$ cat src/stepdrv_pkg.sv
// Shared constants and types for the step/direction microstep controller
`default_nettype none
package stepdrv_pkg;
  // Clock and standstill timing
  localparam int unsigned CLK_HZ          = 100000000;
  localparam int unsigned IDLE_MS         = 100;
  localparam int unsigned IDLE_CYC        = IDLE_MS * (CLK_HZ / 1000);
  // Microstep position: 256 microsteps per full step, 200 full steps
  localparam int unsigned POS_W           = 16;
  localparam logic [15:0] POS_PER_REV     = 16'hC800; // 51200
  localparam logic [15:0] POS_RST         = 16'h0000;
  // Increment per pulse in 1/256 units
  localparam logic [15:0] INC_FINE        = 16'h0001;
  localparam logic [15:0] INC_COARSE      = 16'h0020; // 1/8 step
  // Current setpoint codes, full scale 8'hFF
  localparam logic [7:0]  CUR_NOMINAL     = 8'hC0;
  localparam logic [7:0]  CUR_BOOST       = 8'hFF;
  localparam logic [7:0]  CUR_OFF         = 8'h00;
  // Hysteresis: temperature in deg C, supply in 0.1 V units
  localparam logic [7:0]  TEMP_LIMIT      = 8'h64; // 100 C
  localparam logic [7:0]  TEMP_HYST       = 8'h0A; // 10 C
  localparam logic [9:0]  VSUP_MIN        = 10'h0C0; // 19.2 V
  localparam logic [9:0]  VSUP_MAX        = 10'h120; // 28.8 V
  localparam logic [9:0]  VSUP_HYST       = 10'h00A; // 1 V
  typedef enum logic [1:0] {ST_OFF, ST_RUN, ST_FAULT} drv_state_t;
endpackage
`default_nettype wire

$ cat src/edge_det.sv
// Rising and falling edge detector for a synchronous input
`default_nettype none
module edge_det (
  input  wire logic clk_sys,
  input  wire logic resetn,
  input  wire logic din,
  output logic      rise,
  output logic      fall
);
  logic prev_r;

  // Previous sample
  always_ff @(posedge clk_sys or negedge resetn)
  begin
    if (!resetn)
      prev_r <= 1'b0;
    else
      prev_r <= din;
  end

  assign rise = din & ~prev_r;
  assign fall = ~din & prev_r;
endmodule
`default_nettype wire

$ cat src/step_dir_microstep_driver_ctrl.sv
// Step/direction microstep controller with protection and current setpoint
`default_nettype none
module step_dir_microstep_driver_ctrl
  import stepdrv_pkg::*;
#(
  parameter int unsigned IDLE_CYCLES = stepdrv_pkg::IDLE_CYC
) (
  input  wire logic                    clk_sys,
  input  wire logic                    resetn,
  input  wire logic                    step_in,
  input  wire logic                    dir_in,
  input  wire logic                    res_sel,
  input  wire logic                    enable_in,
  input  wire logic                    boost_in,
  input  wire logic [7:0]              temp_deg,
  input  wire logic [9:0]              vsup_dv,
  output logic [stepdrv_pkg::POS_W-1:0] position,
  output logic                         fine_res,
  output logic                         drv_on,
  output logic                         standstill,
  output logic [7:0]                   cur_set,
  output logic                         temp_fault,
  output logic                         volt_fault
);
  import stepdrv_pkg::*;

  drv_state_t        state_r, state_nxt;
  logic [POS_W-1:0]  pos_r, pos_nxt;
  logic              res_r;
  logic              tf_r, vf_r;
  logic [31:0]       idle_r;
  logic              still_r;
  logic [7:0]        cur_r, cur_nxt;
  logic              step_rise, en_rise;
  logic              temp_hot, temp_cool, v_bad, v_good, fault_any;
  logic              running;
  logic [POS_W-1:0]  inc, pos_fwd, pos_rev;
  logic [7:0]        base_cur, cur_run;

  // Step pulse edge: only the rise is used
  edge_det u_step (
    .clk_sys (clk_sys),
    .resetn  (resetn),
    .din     (step_in),
    .rise    (step_rise),
    .fall    ()
  );

  // Enable edge for restart after a protective shutdown
  edge_det u_en (
    .clk_sys (clk_sys),
    .resetn  (resetn),
    .din     (enable_in),
    .rise    (en_rise),
    .fall    ()
  );

  // Protection thresholds with hysteresis
  // trip points
  assign temp_hot  = temp_deg > TEMP_LIMIT;
  assign v_bad     = (vsup_dv < VSUP_MIN) || (vsup_dv > VSUP_MAX);
  assign temp_cool = temp_deg <= (TEMP_LIMIT - TEMP_HYST);
  assign v_good    = (vsup_dv >= (VSUP_MIN + VSUP_HYST))
                  && (vsup_dv <= (VSUP_MAX - VSUP_HYST));
  assign fault_any = tf_r | vf_r | temp_hot | v_bad;

  // Fault flags: set wins, clear only past hysteresis
  always_ff @(posedge clk_sys or negedge resetn)
  begin
    if (!resetn)
    begin
      tf_r <= 1'b0;
      vf_r <= 1'b0;
    end
    else
    begin
      tf_r <= temp_hot | (tf_r & ~temp_cool);
      vf_r <= v_bad | (vf_r & ~v_good);
    end
  end

  // Driver state machine
  always_comb
  begin
    state_nxt = state_r;
    case (state_r)
      ST_OFF:
        if (fault_any)
          state_nxt = ST_FAULT;
        else if (enable_in)
          state_nxt = ST_RUN;
      ST_RUN:
        if (fault_any)
          state_nxt = ST_FAULT;
        else if (!enable_in)
          state_nxt = ST_OFF;
      ST_FAULT:
        if (!fault_any && en_rise)
          state_nxt = ST_RUN;
      default:
        state_nxt = ST_OFF;
    endcase
  end

  always_ff @(posedge clk_sys or negedge resetn)
  begin
    if (!resetn)
      state_r <= ST_OFF;
    else
      state_r <= state_nxt;
  end

  assign running = (state_r == ST_RUN);

  // Resolution latch
  // follow input only while disabled
  always_ff @(posedge clk_sys or negedge resetn)
  begin
    if (!resetn)
      res_r <= 1'b0;
    else if (!enable_in && !running)
      res_r <= res_sel;
  end

  // Position arithmetic, wraps at one revolution
  // step size by resolution
  assign inc     = res_r ? INC_FINE : INC_COARSE;
  assign pos_fwd = (pos_r >= POS_PER_REV - inc) ?
                   POS_W'(pos_r + inc - POS_PER_REV) : POS_W'(pos_r + inc);
  assign pos_rev = (pos_r < inc) ?
                   POS_W'(pos_r + POS_PER_REV - inc) : POS_W'(pos_r - inc);
  // one increment per rise (INC_FINE or INC_COARSE), direction picks sign
  assign pos_nxt = (running && step_rise) ?
                   (dir_in ? pos_rev : pos_fwd) : pos_r;

  always_ff @(posedge clk_sys or negedge resetn)
  begin
    if (!resetn)
      pos_r <= POS_RST;
    else
      pos_r <= pos_nxt;
  end

  // Standstill timer; 32 bits covers any sane timeout
  // idle timeout and exit on step
  always_ff @(posedge clk_sys or negedge resetn)
  begin
    if (!resetn)
    begin
      idle_r  <= 32'h0000_0000;
      still_r <= 1'b1;
    end
    else if (step_rise)
    begin
      idle_r  <= 32'h0000_0000;
      still_r <= 1'b0;
    end
    else if (idle_r >= IDLE_CYCLES - 1)
      still_r <= 1'b1;
    else
      idle_r  <= idle_r + 32'h0000_0001;
  end

  // Current setpoint
  // boost level
  assign base_cur = boost_in ? CUR_BOOST : CUR_NOMINAL;
  assign cur_run  = still_r ? 8'((16'(base_cur) * 16'h0002) / 16'h0003)
                            : base_cur;
  assign cur_nxt  = running ? cur_run : CUR_OFF;

  always_ff @(posedge clk_sys or negedge resetn)
  begin
    if (!resetn)
      cur_r <= CUR_OFF;
    else
      cur_r <= cur_nxt;
  end

  assign position   = pos_r;
  assign fine_res   = res_r;
  assign drv_on     = running;
  assign standstill = still_r;
  assign cur_set    = cur_r;
  assign temp_fault = tf_r;
  assign volt_fault = vf_r;

  // Checks
  // step advances position
  step_moves_a: assert property (@(posedge clk_sys) disable iff (!resetn)
    running && step_rise && !fault_any |=> position != $past(position))
    else $error("step did not move position");
  no_motion_a: assert property (@(posedge clk_sys) disable iff (!resetn)
    !step_rise |=> position == $past(position))
    else $error("position moved without step");
  res_frozen_a: assert property (@(posedge clk_sys) disable iff (!resetn)
    enable_in |=> fine_res == $past(fine_res))
    else $error("resolution changed while enabled");
  temp_off_a: assert property (@(posedge clk_sys) disable iff (!resetn)
    temp_hot |=> !drv_on ##1 cur_set == CUR_OFF)
    else $error("driver stayed on when hot");
  volt_off_a: assert property (@(posedge clk_sys) disable iff (!resetn)
    v_bad |=> !drv_on)
    else $error("driver stayed on with bad supply");
  restart_a: assert property (@(posedge clk_sys) disable iff (!resetn)
    state_r == ST_FAULT && !en_rise |=> !drv_on)
    else $error("restart without enable edge");
  temp_hold_a: assert property (@(posedge clk_sys) disable iff (!resetn)
    temp_fault && !temp_cool |=> temp_fault)
    else $error("temperature fault cleared early");
  boost_cur_a: assert property (@(posedge clk_sys) disable iff (!resetn)
    running && boost_in && !still_r && !fault_any && enable_in
    |=> cur_set == CUR_BOOST)
    else $error("boost current not applied");
  still_cur_a: assert property (@(posedge clk_sys) disable iff (!resetn)
    running && still_r && !boost_in && enable_in && !fault_any
    |=> cur_set == 8'h80)
    else $error("standstill current not reduced");
  still_exit_a: assert property (@(posedge clk_sys) disable iff (!resetn)
    step_rise |=> !standstill)
    else $error("standstill not left on step");

  run_step_c: cover property (@(posedge clk_sys) disable iff (!resetn)
    running && step_rise);
  fault_c: cover property (@(posedge clk_sys) disable iff (!resetn)
    state_r == ST_FAULT ##[1:1000] drv_on);
  still_c: cover property (@(posedge clk_sys) disable iff (!resetn)
    running && $rose(standstill));
endmodule
`default_nettype wire

$ cat config.mk
export PLATFORM = sky130hd
export DESIGN_NAME = step_dir_microstep_driver_ctrl
export DESIGN_NICKNAME = d
export VERILOG_FILES = /design/src/stepdrv_pkg.sv /design/src/edge_det.sv /design/src/step_dir_microstep_driver_ctrl.sv
export SDC_FILE = /design/constraint.sdc
export NUM_CORES = 1
export LEC_CHECK = 0
export BUFFER_PORTS_ARGS = -buffer_cell sky130_fd_sc_hd__buf_2
export CAP_MARGIN = 20
export CORE_AREA = 3 3 127 129
export CTS_CLUSTER_SIZE = 40
export DETAILED_ROUTE_END_ITERATION = 7
export DIE_AREA = 0 0 130 132
export PLACE_DENSITY = 0.59
export SYNTH_ARGS = -nofsm -noshare
export SYNTH_HDL_FRONTEND = slang
export SYNTH_SLANG_ARGS = --single-unit
$ cat constraint.sdc
create_clock -name clk_sys -period 3.51 [get_ports clk_sys]
set_input_delay 0.702 -clock clk_sys [delete_from_list [all_inputs] [get_ports clk_sys]]
set_output_delay 0.702 -clock clk_sys [all_outputs]
set_load 0.005 [all_outputs]
Word level (Yosys, flattened, before mapping)

Cells that the tools add are included.
W data, S select, Z words.

Add/subtract/negate cells: 7
Multipliers: 0
Div/mod/pow operators: 1
Order comparisons: 9
Equality and inequality tests: 6
Shift-type cells: 0
Multiplexer cells: 17
Bitwise gates (word level): 13
Reduce and logical (&&, ||, !) cells: 11

Operator list:

| operator                 | number |
|---|---|
| $mux W32                 | 2 |
| $mux W16                 | 3 |
| $add A32 B1 Y32 const B  | 1 |
| $ge A32 B24 Y1 const B   | 1 |
| $sub A16 B6 Y16          | 2 |
| $add A16 B16 Y16 const B | 1 |
| $add A16 B6 Y16          | 1 |
| $div A9 B2 Y16 const B   | 1 |
| $ge A16 B16 Y1           | 1 |
| $lt A16 B6 Y1            | 1 |
| $mux W8                  | 2 |
| $sub A15 B7 Y16 const A  | 1 |
| $sub A16 B16 Y16 const B | 1 |
| $mux W6                  | 2 |
| $ge A10 B8 Y1 const B    | 1 |
| $gt A10 B9 Y1 const B    | 1 |
| $le A10 B9 Y1 const B    | 1 |
| $lt A10 B8 Y1 const B    | 1 |
| $mux W2                  | 5 |
| $gt A8 B7 Y1 const B     | 1 |
| $le A8 B7 Y1 const B     | 1 |
| $ne A3 B3 Y1 const B     | 2 |
| $pmux W2 S3              | 1 |
| $or A1 B1 Y1             | 5 |
| 12 further kinds         | 25 |

Bits in registers: 64
Bits in latches: 0
RAM bits: 0
ROM bits: 0
Bits of input ports: 25
Word-level logic and storage cells: 74
Memories kept: 0

Logic depth before layout (Yosys ltp)

Gate-level depths: netlist of run 1.

Depth in word-level cells: 7
Depth in mapped cells: 13

Cells and area by module

A second synthesis of run 1 with hierarchy kept.

Cell total of the unflattened synthesis: 579
Area total of the unflattened synthesis: 4943.5 um2

Modules (own cells, without submodules):

| module                         | instances | cells each | area each (um2) |
|---|---|---|---|
| step_dir_microstep_driver_ctrl | 1         | 573        | 4863.4 |
| edge_det                       | 2         | 3          | 40.0 |

Worst setup path before layout of run 1

No wires, ideal clock.

Path kind: register to register
Start point: reg res_r (netlist: fine_res)
End point: reg pos_r[11] (netlist: position[11])
Library setup time: 135 ps
Arrival: 3042 ps
Path slack: 333 ps
Stages on the path, launching flop included: 13
Path buffers: 1
Cell sequence: dfrtp_1 -> inv_1 -> ha_1 -> inv_1 -> ha_1 -> and3b_1 -> or4b_4 -> or4_4 -> buf_6 -> nand2_2 -> o21ai_0 -> a221oi_1 -> o31ai_1

Cells in the longest elaborated chain, start to end: 5

Ends and longest elaborated chain:

| what                                               | line                                                                         | RTL |
|---|---|---|
| start: declaration                                 | step_dir_microstep_driver_ctrl.sv:29                                         | `logic res_r;` |
| start signal: assignment                           | step_dir_microstep_driver_ctrl.sv:122                                        | `res_r <= res_sel;` |
| $mux W6 *                                          | step_dir_microstep_driver_ctrl.sv:127                                        | `assign inc = res_r ? INC_FINE : INC_COARSE;` |
| $add A16 B6 Y16 or $sub A15 B7 Y16 (tied branches) | step_dir_microstep_driver_ctrl.sv:129, step_dir_microstep_driver_ctrl.sv:128 |  |
| $sub A16 B16 Y16 or $ge A16 B16 Y1 (tied branches) | step_dir_microstep_driver_ctrl.sv:129, step_dir_microstep_driver_ctrl.sv:128 |  |
| $mux W16                                           | step_dir_microstep_driver_ctrl.sv:128                                        | `assign pos_fwd = (pos_r >= POS_PER_REV - inc) ?` |
| $mux W16 *                                         | step_dir_microstep_driver_ctrl.sv:134                                        | `(dir_in ? pos_rev : pos_fwd) : pos_r;` |
| end signal: assignment                             | step_dir_microstep_driver_ctrl.sv:141                                        | `pos_r <= pos_nxt;` |
| end: declaration                                   | step_dir_microstep_driver_ctrl.sv:28                                         | `logic [POS_W-1:0] pos_r, pos_nxt;` |

Every way passes the cells marked *; elsewhere a longest branch is shown, timed or not.
A chain may end at the register's enable or synchronous reset.

Worst setup path in the final report of run 1

Start point: reg pos_r[5] (netlist: position[5])
End point: reg pos_r[11] (netlist: position[11])

Cells in the longest elaborated chain, start to end: 4

Ends and longest elaborated chain:

| what                                                | line |
|---|---|
| $add A16 B6 Y16 or $add A16 B16 Y16 (tied branches) | step_dir_microstep_driver_ctrl.sv:129, step_dir_microstep_driver_ctrl.sv:131 |
| $sub A16 B16 Y16 or $sub A16 B6 Y16 (tied branches) | step_dir_microstep_driver_ctrl.sv:129, step_dir_microstep_driver_ctrl.sv:131 |
| $mux W16, on equally long branches                  | step_dir_microstep_driver_ctrl.sv:128, step_dir_microstep_driver_ctrl.sv:130 |
| $mux W16 *                                          | step_dir_microstep_driver_ctrl.sv:134 |

Marked as above.

==> metrics.md, run 1 <==
| Metric | Value |
|---|---|
| Run status | `complete, no violations` |
| Die Wd | `130 um` |
| Delay-heaviest family, CP | `simple AND/OR/NAND/NOR gates` |
| Crit path buf inv count | `1` |
| Post-Syn Area | `4760 um2` |
| GP Congestion | `0.880` |
| Gate Count Post-Synth | `553` |
| Max-slew headroom | `31.7%` |
| Antenna violations before repair | `0` |
| Wire length per cell | `15.9 um` |
| F_max | `307 MHz` |
| Via/cell ratio | `5.43` |
| Worst Path Arrival | `3460 ps` |
| Area share of the largest cell type after synthesis | `31.0%` |
| Number of global-route vias before repair | `4,134` |
| Part of the cycle the worst path needs | `92.8%` |
| Main synth FF type | `dfrtp_1` |
| Worst-Skew Late Latency | `330 ps` |
| DP HPWL | `9560 um` |
| H-tree levels | `3` |
| P&R area growth vs syn | `16.0%` |
| Diodes inserted | `0` |
| Filler cells | `1,521` |
| CTS tree | `done` |
| Hold_sp | `idle_r[24]$_DFFE_PN0P_` |
| Pwr Density | `326 nW/um2` |
| Most common cell in the netlist | `dfrtp_1` |
| Drt drc | `0` |
| Final WL | `12,700 um` |
| Worst Path Required | `3710 ps` |
| Post-synthesis register bit count | `60` |
| Max-slew violations | `0` |
| Seq/Total Area, Yosys | `31.5%` |
| # setup viols final | `0` |
| Reg2reg start | `position[5]$_DFFE_PN0P_` |
| Seq. cell area | `1500 um2` |
| Fin area | `5530 um2` |
| Crit-path max cell delay | `650 ps` |
| Synth Area in Compound Gates | `20.1%` |
| Final net count | `683` |
| Hold-fix buffers, CTS | `0` |
| Tightest Pin Transition | `1020 ps` |
| Post-synthesis xor/xnor area fraction | `5.33%` |
| Area of the multi-input gates | `3030 um2` |
| Most frequent cells after synthesis | `59 x dfrtp_1, 51 x ha_1, 43 x nand2_1, 41 x o21ai_0, 37 x nor2_1` |
| Synth area leaders | `dfrtp_1 31%, ha_1 13%, o21ai_0 4.3%` |
| Setup Skew | `9.60 ps` |
| Detailed-route via count | `4,331` |
| Mux contribution to synthesized area | `1.68%` |
| CP endpoint kind | `flop` |
| CP Class | `flop to flop` |
| Port Buffers | `53` |
| Post-CTS setup buffers | `0` |
| First-pass GRT wire length | `20,800 um` |
| Synth Area in Adders | `14.2%` |
| Initial DRC Count | `382` |
| Top cell by count, worst path | `ha_1` |
| Io pins | `54` |
| Row cnt | `45` |
| EDFF count, synth | `0` |
| Main combinational cell family by area after synthesis | `simple AND/OR/NAND/NOR gates` |
| CTS Buffer Depth | `2` |
| Final Hold Vio Count | `0` |
| CP max-delay cell | `or4_4` |
| Clk pin slew, worst setup/hold paths | `60 ps` |
| Die area | `17,200 um2` |
| Die Y | `132 um` |
| TNS Setup | `0 ps` |
| Leak | `2.48 nW` |
| Setup crit start kind | `flop` |
| Area leader, netlist | `dfrtp_1` |
| Critical-path cell list | `ha_1 -> inv_1 -> ha_1 -> and3b_1 -> or4b_4 -> or4_4 -> nand2_2 -> o21ai_0 -> a221oi_1 -> o31ai_1` |
| Clock Sinks | `60` |
| Post-Syn Area per Cell | `8.61 um2` |
| Gr ovfl total | `0` |
| Asr flop ratio synth | `100%` |
| Largest net degree at the start of global routing | `61` |
| Synthesized Nets | `631` |
| CP max FO | `17` |
| Yosys cell types | `63` |
| Min-delay worst type | `flop to flop` |
| Worst IR Drop VDD | `233 uV` |
| Fraction of layout cells with a size suffix above 1 | `14.6%` |
| First-pass DRT Iterations | `5` |
| Total GRT Usage | `14.8%` |
| Max Cap Viol | `0` |
| CTS Root Cell | `clkbuf_16` |
| Synth Warn # | `0` |
| Post-synthesis simple-gate area fraction | `22.2%` |
| Initial core utilization | `31.4%` |
| RSZ-0062 raised after global routing | `false` |
| Antenna-violating nets left | `0` |
| Critical path origin | `position[5]$_DFFE_PN0P_` |
| Post-layout min period | `3260 ps` |
| Cts bufs inserted | `9` |
| Placed Area | `5220 um2` |
| Core box area | `15,100 um2` |
| Post-cts gate resize count | `0` |
## sequential cells by signal (all words and copies together) (netlist names)
register       cells
position          16
u_step.prev_r      1
fine_res           1
temp_fault         1
cur_set            4
idle_r            32
standstill         1
u_en.prev_r        1
volt_fault         1
state_r            2
## final timing paths
path	cells after the start	slack, ps	end
min reg2reg	1	480	idle_r[24]$_DFFE_PN0P_
max	10	250	position[11]$_DFFE_PN0P_
min	1	480	idle_r[24]$_DFFE_PN0P_
min in group asynchronous	2	550	idle_r[13]$_DFFE_PN0P_
max in group asynchronous	2	2450	position[9]$_DFFE_PN0P_
max reg2reg	10	250	position[11]$_DFFE_PN0P_
## cell usage in the layout (no fill, tap or decap), types with 21 or more instances in the layout
cell type and count:
xnor2_1 21, nor2_1 37, ha_1 51, inv_1 33
dfrtp_1 59, a21oi_1 35, o21ai_0 41, nand3_1 23
nand2_1 43, buf_2 53
## routing by layer
| metal | GRT usage, % | vias to the layer above | wire (um) |
|---|---|---|---|
| met5 | 0 | - | 0 |
| met4 | 4.97 | 0 | 255 |
| met3 | 2.07 | 19 | 602 |
| met2 | 23.6 | 120 | 5860 |
| met1 | 20.7 | 2077 | 6000 |
| li1 | - | 2115 | - |
## cell families after synthesis
logic type               Yosys count
multiplexers                       8
AO/OA/AOI/OAI                    149
buffers and inverters             54
XOR/XNOR                          29
flip-flops                        60
AND/OR/NAND/NOR                  200
adder cells (fa/ha/maj)           53
## through the flow
step / hold WS (ps) / setup slack [ps] / cells / utilization, % / power (mW)
3_5_place_dp: 472 / 273 / 782 / 34.5 / 0.922
3_3_place_gp: 470 / 336 / 782 / 34.5 / 0.914
6_report: 482 / 254 / 798 / 36.5 / 1.80
2_1_floorplan: 406 / 333 / 553 / - / 0.848
5_1_grt: 499 / 36.9 / 798 / 36.5 / 1.88
4_1_cts: 487 / 271 / 798 / 36.5 / 1.83
## worst register-to-register path, delay by kind of cell (launching register included)
| family | cells | cell delay, ps |
|---|---|---|
| DFF | 1 | 460 |
| AOI/OAI and AO/OA | 3 | 450 |
| adders and majority gates | 2 | 590 |
| and+or+nand+nor | 4 | 1540 |
| buffers and inverters | 1 | 100 |
## cell type report
| class | count | share of cell area, % |
|---|---|---|
| Multi-Input combinational cell | 439 | 54.8 |
| Clock inverter | 4 | 0.860 |
| Tap cell | 188 | 4.26 |
| Clock buffer | 12 | 4.64 |
| Inverter | 33 | 2.24 |
| Sequential cell | 60 | 27.2 |
| Timing Repair Buffer | 62 | 6.02 |
## where the power goes
part	switching [mW]	leakage [nW]	internal, mW
combinational	0.103	1.54	0.0670
sequential	0.0272	0.791	0.714
clock	0.307	0.149	0.585
Power figures use the tool's default switching activity.
==> run 2, diff against run 1 <==
- RECOVER_POWER: default -> 50
==> run 2 against run 1 <==
  * The run now ends with capacitance limit, slew limit left
  * Cell area fell by 0.11%
  * Die area unchanged
  * Clock-buffer cell count unchanged
  * Highest routed layer unchanged
==> metrics.md, run 2 (same netlist as run 1, synthesis figures left out) <==
| Metric | Value |
|---|---|
| Run status | `finished with violations` |
| Failing checks | `capacitance limit, slew limit` |
| Hold-fix buffers, CTS | `0` |
| Number of global-route vias before repair | `4,134` |
| P_int | `1.37 mW` |
| CTS Root Cell | `clkbuf_16` |
| Worst-Skew Late Latency | `330 ps` |
| Detailed-route via count | `4,301` |
| Gr ovfl total | `0` |
| Seq. cell area | `1500 um2` |
| Max Cap Viol | `1` |
| Max-slew headroom | `-2.53%` |
| Worst Path Required | `3710 ps` |
| Die Y | `132 um` |
| TNS Setup | `0 ps` |
| Cts bufs inserted | `9` |
| Switch Pwr | `0.436 mW` |
| Clk pin slew, worst setup/hold paths | `60 ps` |
| Final WL | `12,700 um` |
| Crit-path max cell delay | `650 ps` |
| CP endpoint kind | `flop` |
| First-pass GRT wire length | `20,800 um` |
| Tightest Pin Transition | `1540 ps` |
| Part of the cycle the worst path needs | `92.7%` |
| Setup Skew | `9.81 ps` |
| WHS | `482 ps` |
| Core box area | `15,100 um2` |
| Row cnt | `45` |
| Post-layout min period | `3250 ps` |
| Clk pwr share | `49.5%` |
| Share of power burned in registers | `41.1%` |
| Initial DRC Count | `383` |
| F_max | `307 MHz` |
| Fraction of layout cells with a size suffix above 1 | `14.1%` |
| Largest register FFs | `32` |
| Post-cts gate resize count | `0` |
| First-pass DRT Iterations | `5` |
| Filler cells | `1,525` |
| Wire length per cell | `15.9 um` |
| Top cell by count, worst path | `ha_1` |
| P&R area growth vs syn | `15.9%` |
| DP HPWL | `9560 um` |
| Die Wd | `130 um` |
| Largest net degree at the start of global routing | `61` |
| Pwr Density | `326 nW/um2` |
| Total GRT Usage | `14.8%` |
| Most common cell after layout, fill and taps aside | `dfrtp_1` |
| Worst IR Drop VDD | `232 uV` |
| Die area | `17,200 um2` |
| Drt drc | `0` |
| CP Class | `flop to flop` |
| # setup viols final | `0` |
| Area of the multi-input gates | `3030 um2` |
| Initial core utilization | `31.4%` |
| H-tree levels | `3` |
| Clock Sinks | `60` |
| Final net count | `683` |
| Final Hold Vio Count | `0` |
| Setup crit start kind | `flop` |
| CP max FO | `17` |
| Sw Ratio | `24.2%` |
| GP Congestion | `0.880` |
| Comb pwr share | `9.3%` |
| Most frequent cells in the layout | `59 x dfrtp_1, 51 x ha_1, 50 x buf_2, 43 x nand2_1, 41 x o21ai_0` |
| Post-CTS setup buffers | `0` |
| Antenna-violating nets left | `0` |
| CTS tree | `done` |
| Port Buffers | `53` |
| CP max-delay cell | `or4_4` |
| Worst Path Arrival | `3450 ps` |
| Via/cell ratio | `5.39` |
| Min-delay worst type | `flop to flop` |
| Critical-path cell list | `ha_1 -> inv_1 -> ha_1 -> and3b_1 -> or4b_4 -> or4_4 -> nand2_2 -> o21ai_0 -> a221oi_1 -> o31ai_1` |
| Leak | `2.46 nW` |
| Io pins | `54` |
| Pwr Total | `1.80 mW` |
| Most flops, register | `idle_r` |
| Diodes inserted | `0` |
| CTS Buffer Depth | `2` |
| Max-slew violations | `61` |
| Antenna violations before repair | `0` |
| RSZ-0062 raised after global routing | `false` |
[run 2: power groups by stage]
stage | combinational (mW) | clock, mW | sequential, mW
2_1_floorplan | 0.103 | 0 | 0.746
3_3_place_gp | 0.164 | 0 | 0.750
3_5_place_dp | 0.171 | 0 | 0.751
4_1_cts | 0.173 | 0.911 | 0.741
5_1_grt | 0.193 | 0.945 | 0.744
6_report | 0.168 | 0.892 | 0.741
[run 2: layer usage]
metal | up-vias | global-route usage (%) | routed length (um)
li1 | 2115 | - | -
met1 | 2076 | 20.7 | 5970
met2 | 96 | 23.6 | 5910
met3 | 14 | 2.07 | 575
met4 | 0 | 4.97 | 223
met5 | - | 0 | 0
[run 2: through the flow]
stage	worst slack (ps)	instance area [um2]	cells	utilization (%)
2_1_floorplan	333	4760	553	-
3_3_place_gp	336	5220	782	34.5
3_5_place_dp	273	5220	782	34.5
4_1_cts	271	5530	798	36.5
5_1_grt	36.9	5520	798	36.4
6_report	257	5520	798	36.4
[run 2: worst max-delay path: cells and delay by family, from the launching register on]
family / cells / cell delay, ps
AO/OA/AOI/OAI: 3 / 450
flip-flops: 1 / 460
adder cells (fa/ha/maj): 2 / 590
buffers and inverters: 1 / 100
AND/OR/NAND/NOR: 4 / 1540
[run 2: layout make-up]
class,count,share of cell area [%]
clock buffers,12,4.65
well taps,188,4.26
inverters,33,2.24
multi-input cells,439,54.9
flip-flops and latches,60,27.2
clock inverters,4,0.861
repair buffers,62,5.92
[run 2: final timing paths]
kind	start	end	slack [ps]	depth (start not counted)
max	position[5]$_DFFE_PN0P_	position[11]$_DFFE_PN0P_	260	10
min	idle_r[24]$_DFFE_PN0P_	idle_r[24]$_DFFE_PN0P_	480	1
max reg2reg	position[5]$_DFFE_PN0P_	position[11]$_DFFE_PN0P_	260	10
min reg2reg	idle_r[24]$_DFFE_PN0P_	idle_r[24]$_DFFE_PN0P_	480	1
max in group asynchronous	resetn	position[9]$_DFFE_PN0P_	1750	2
min in group asynchronous	resetn	idle_r[13]$_DFFE_PN0P_	850	2
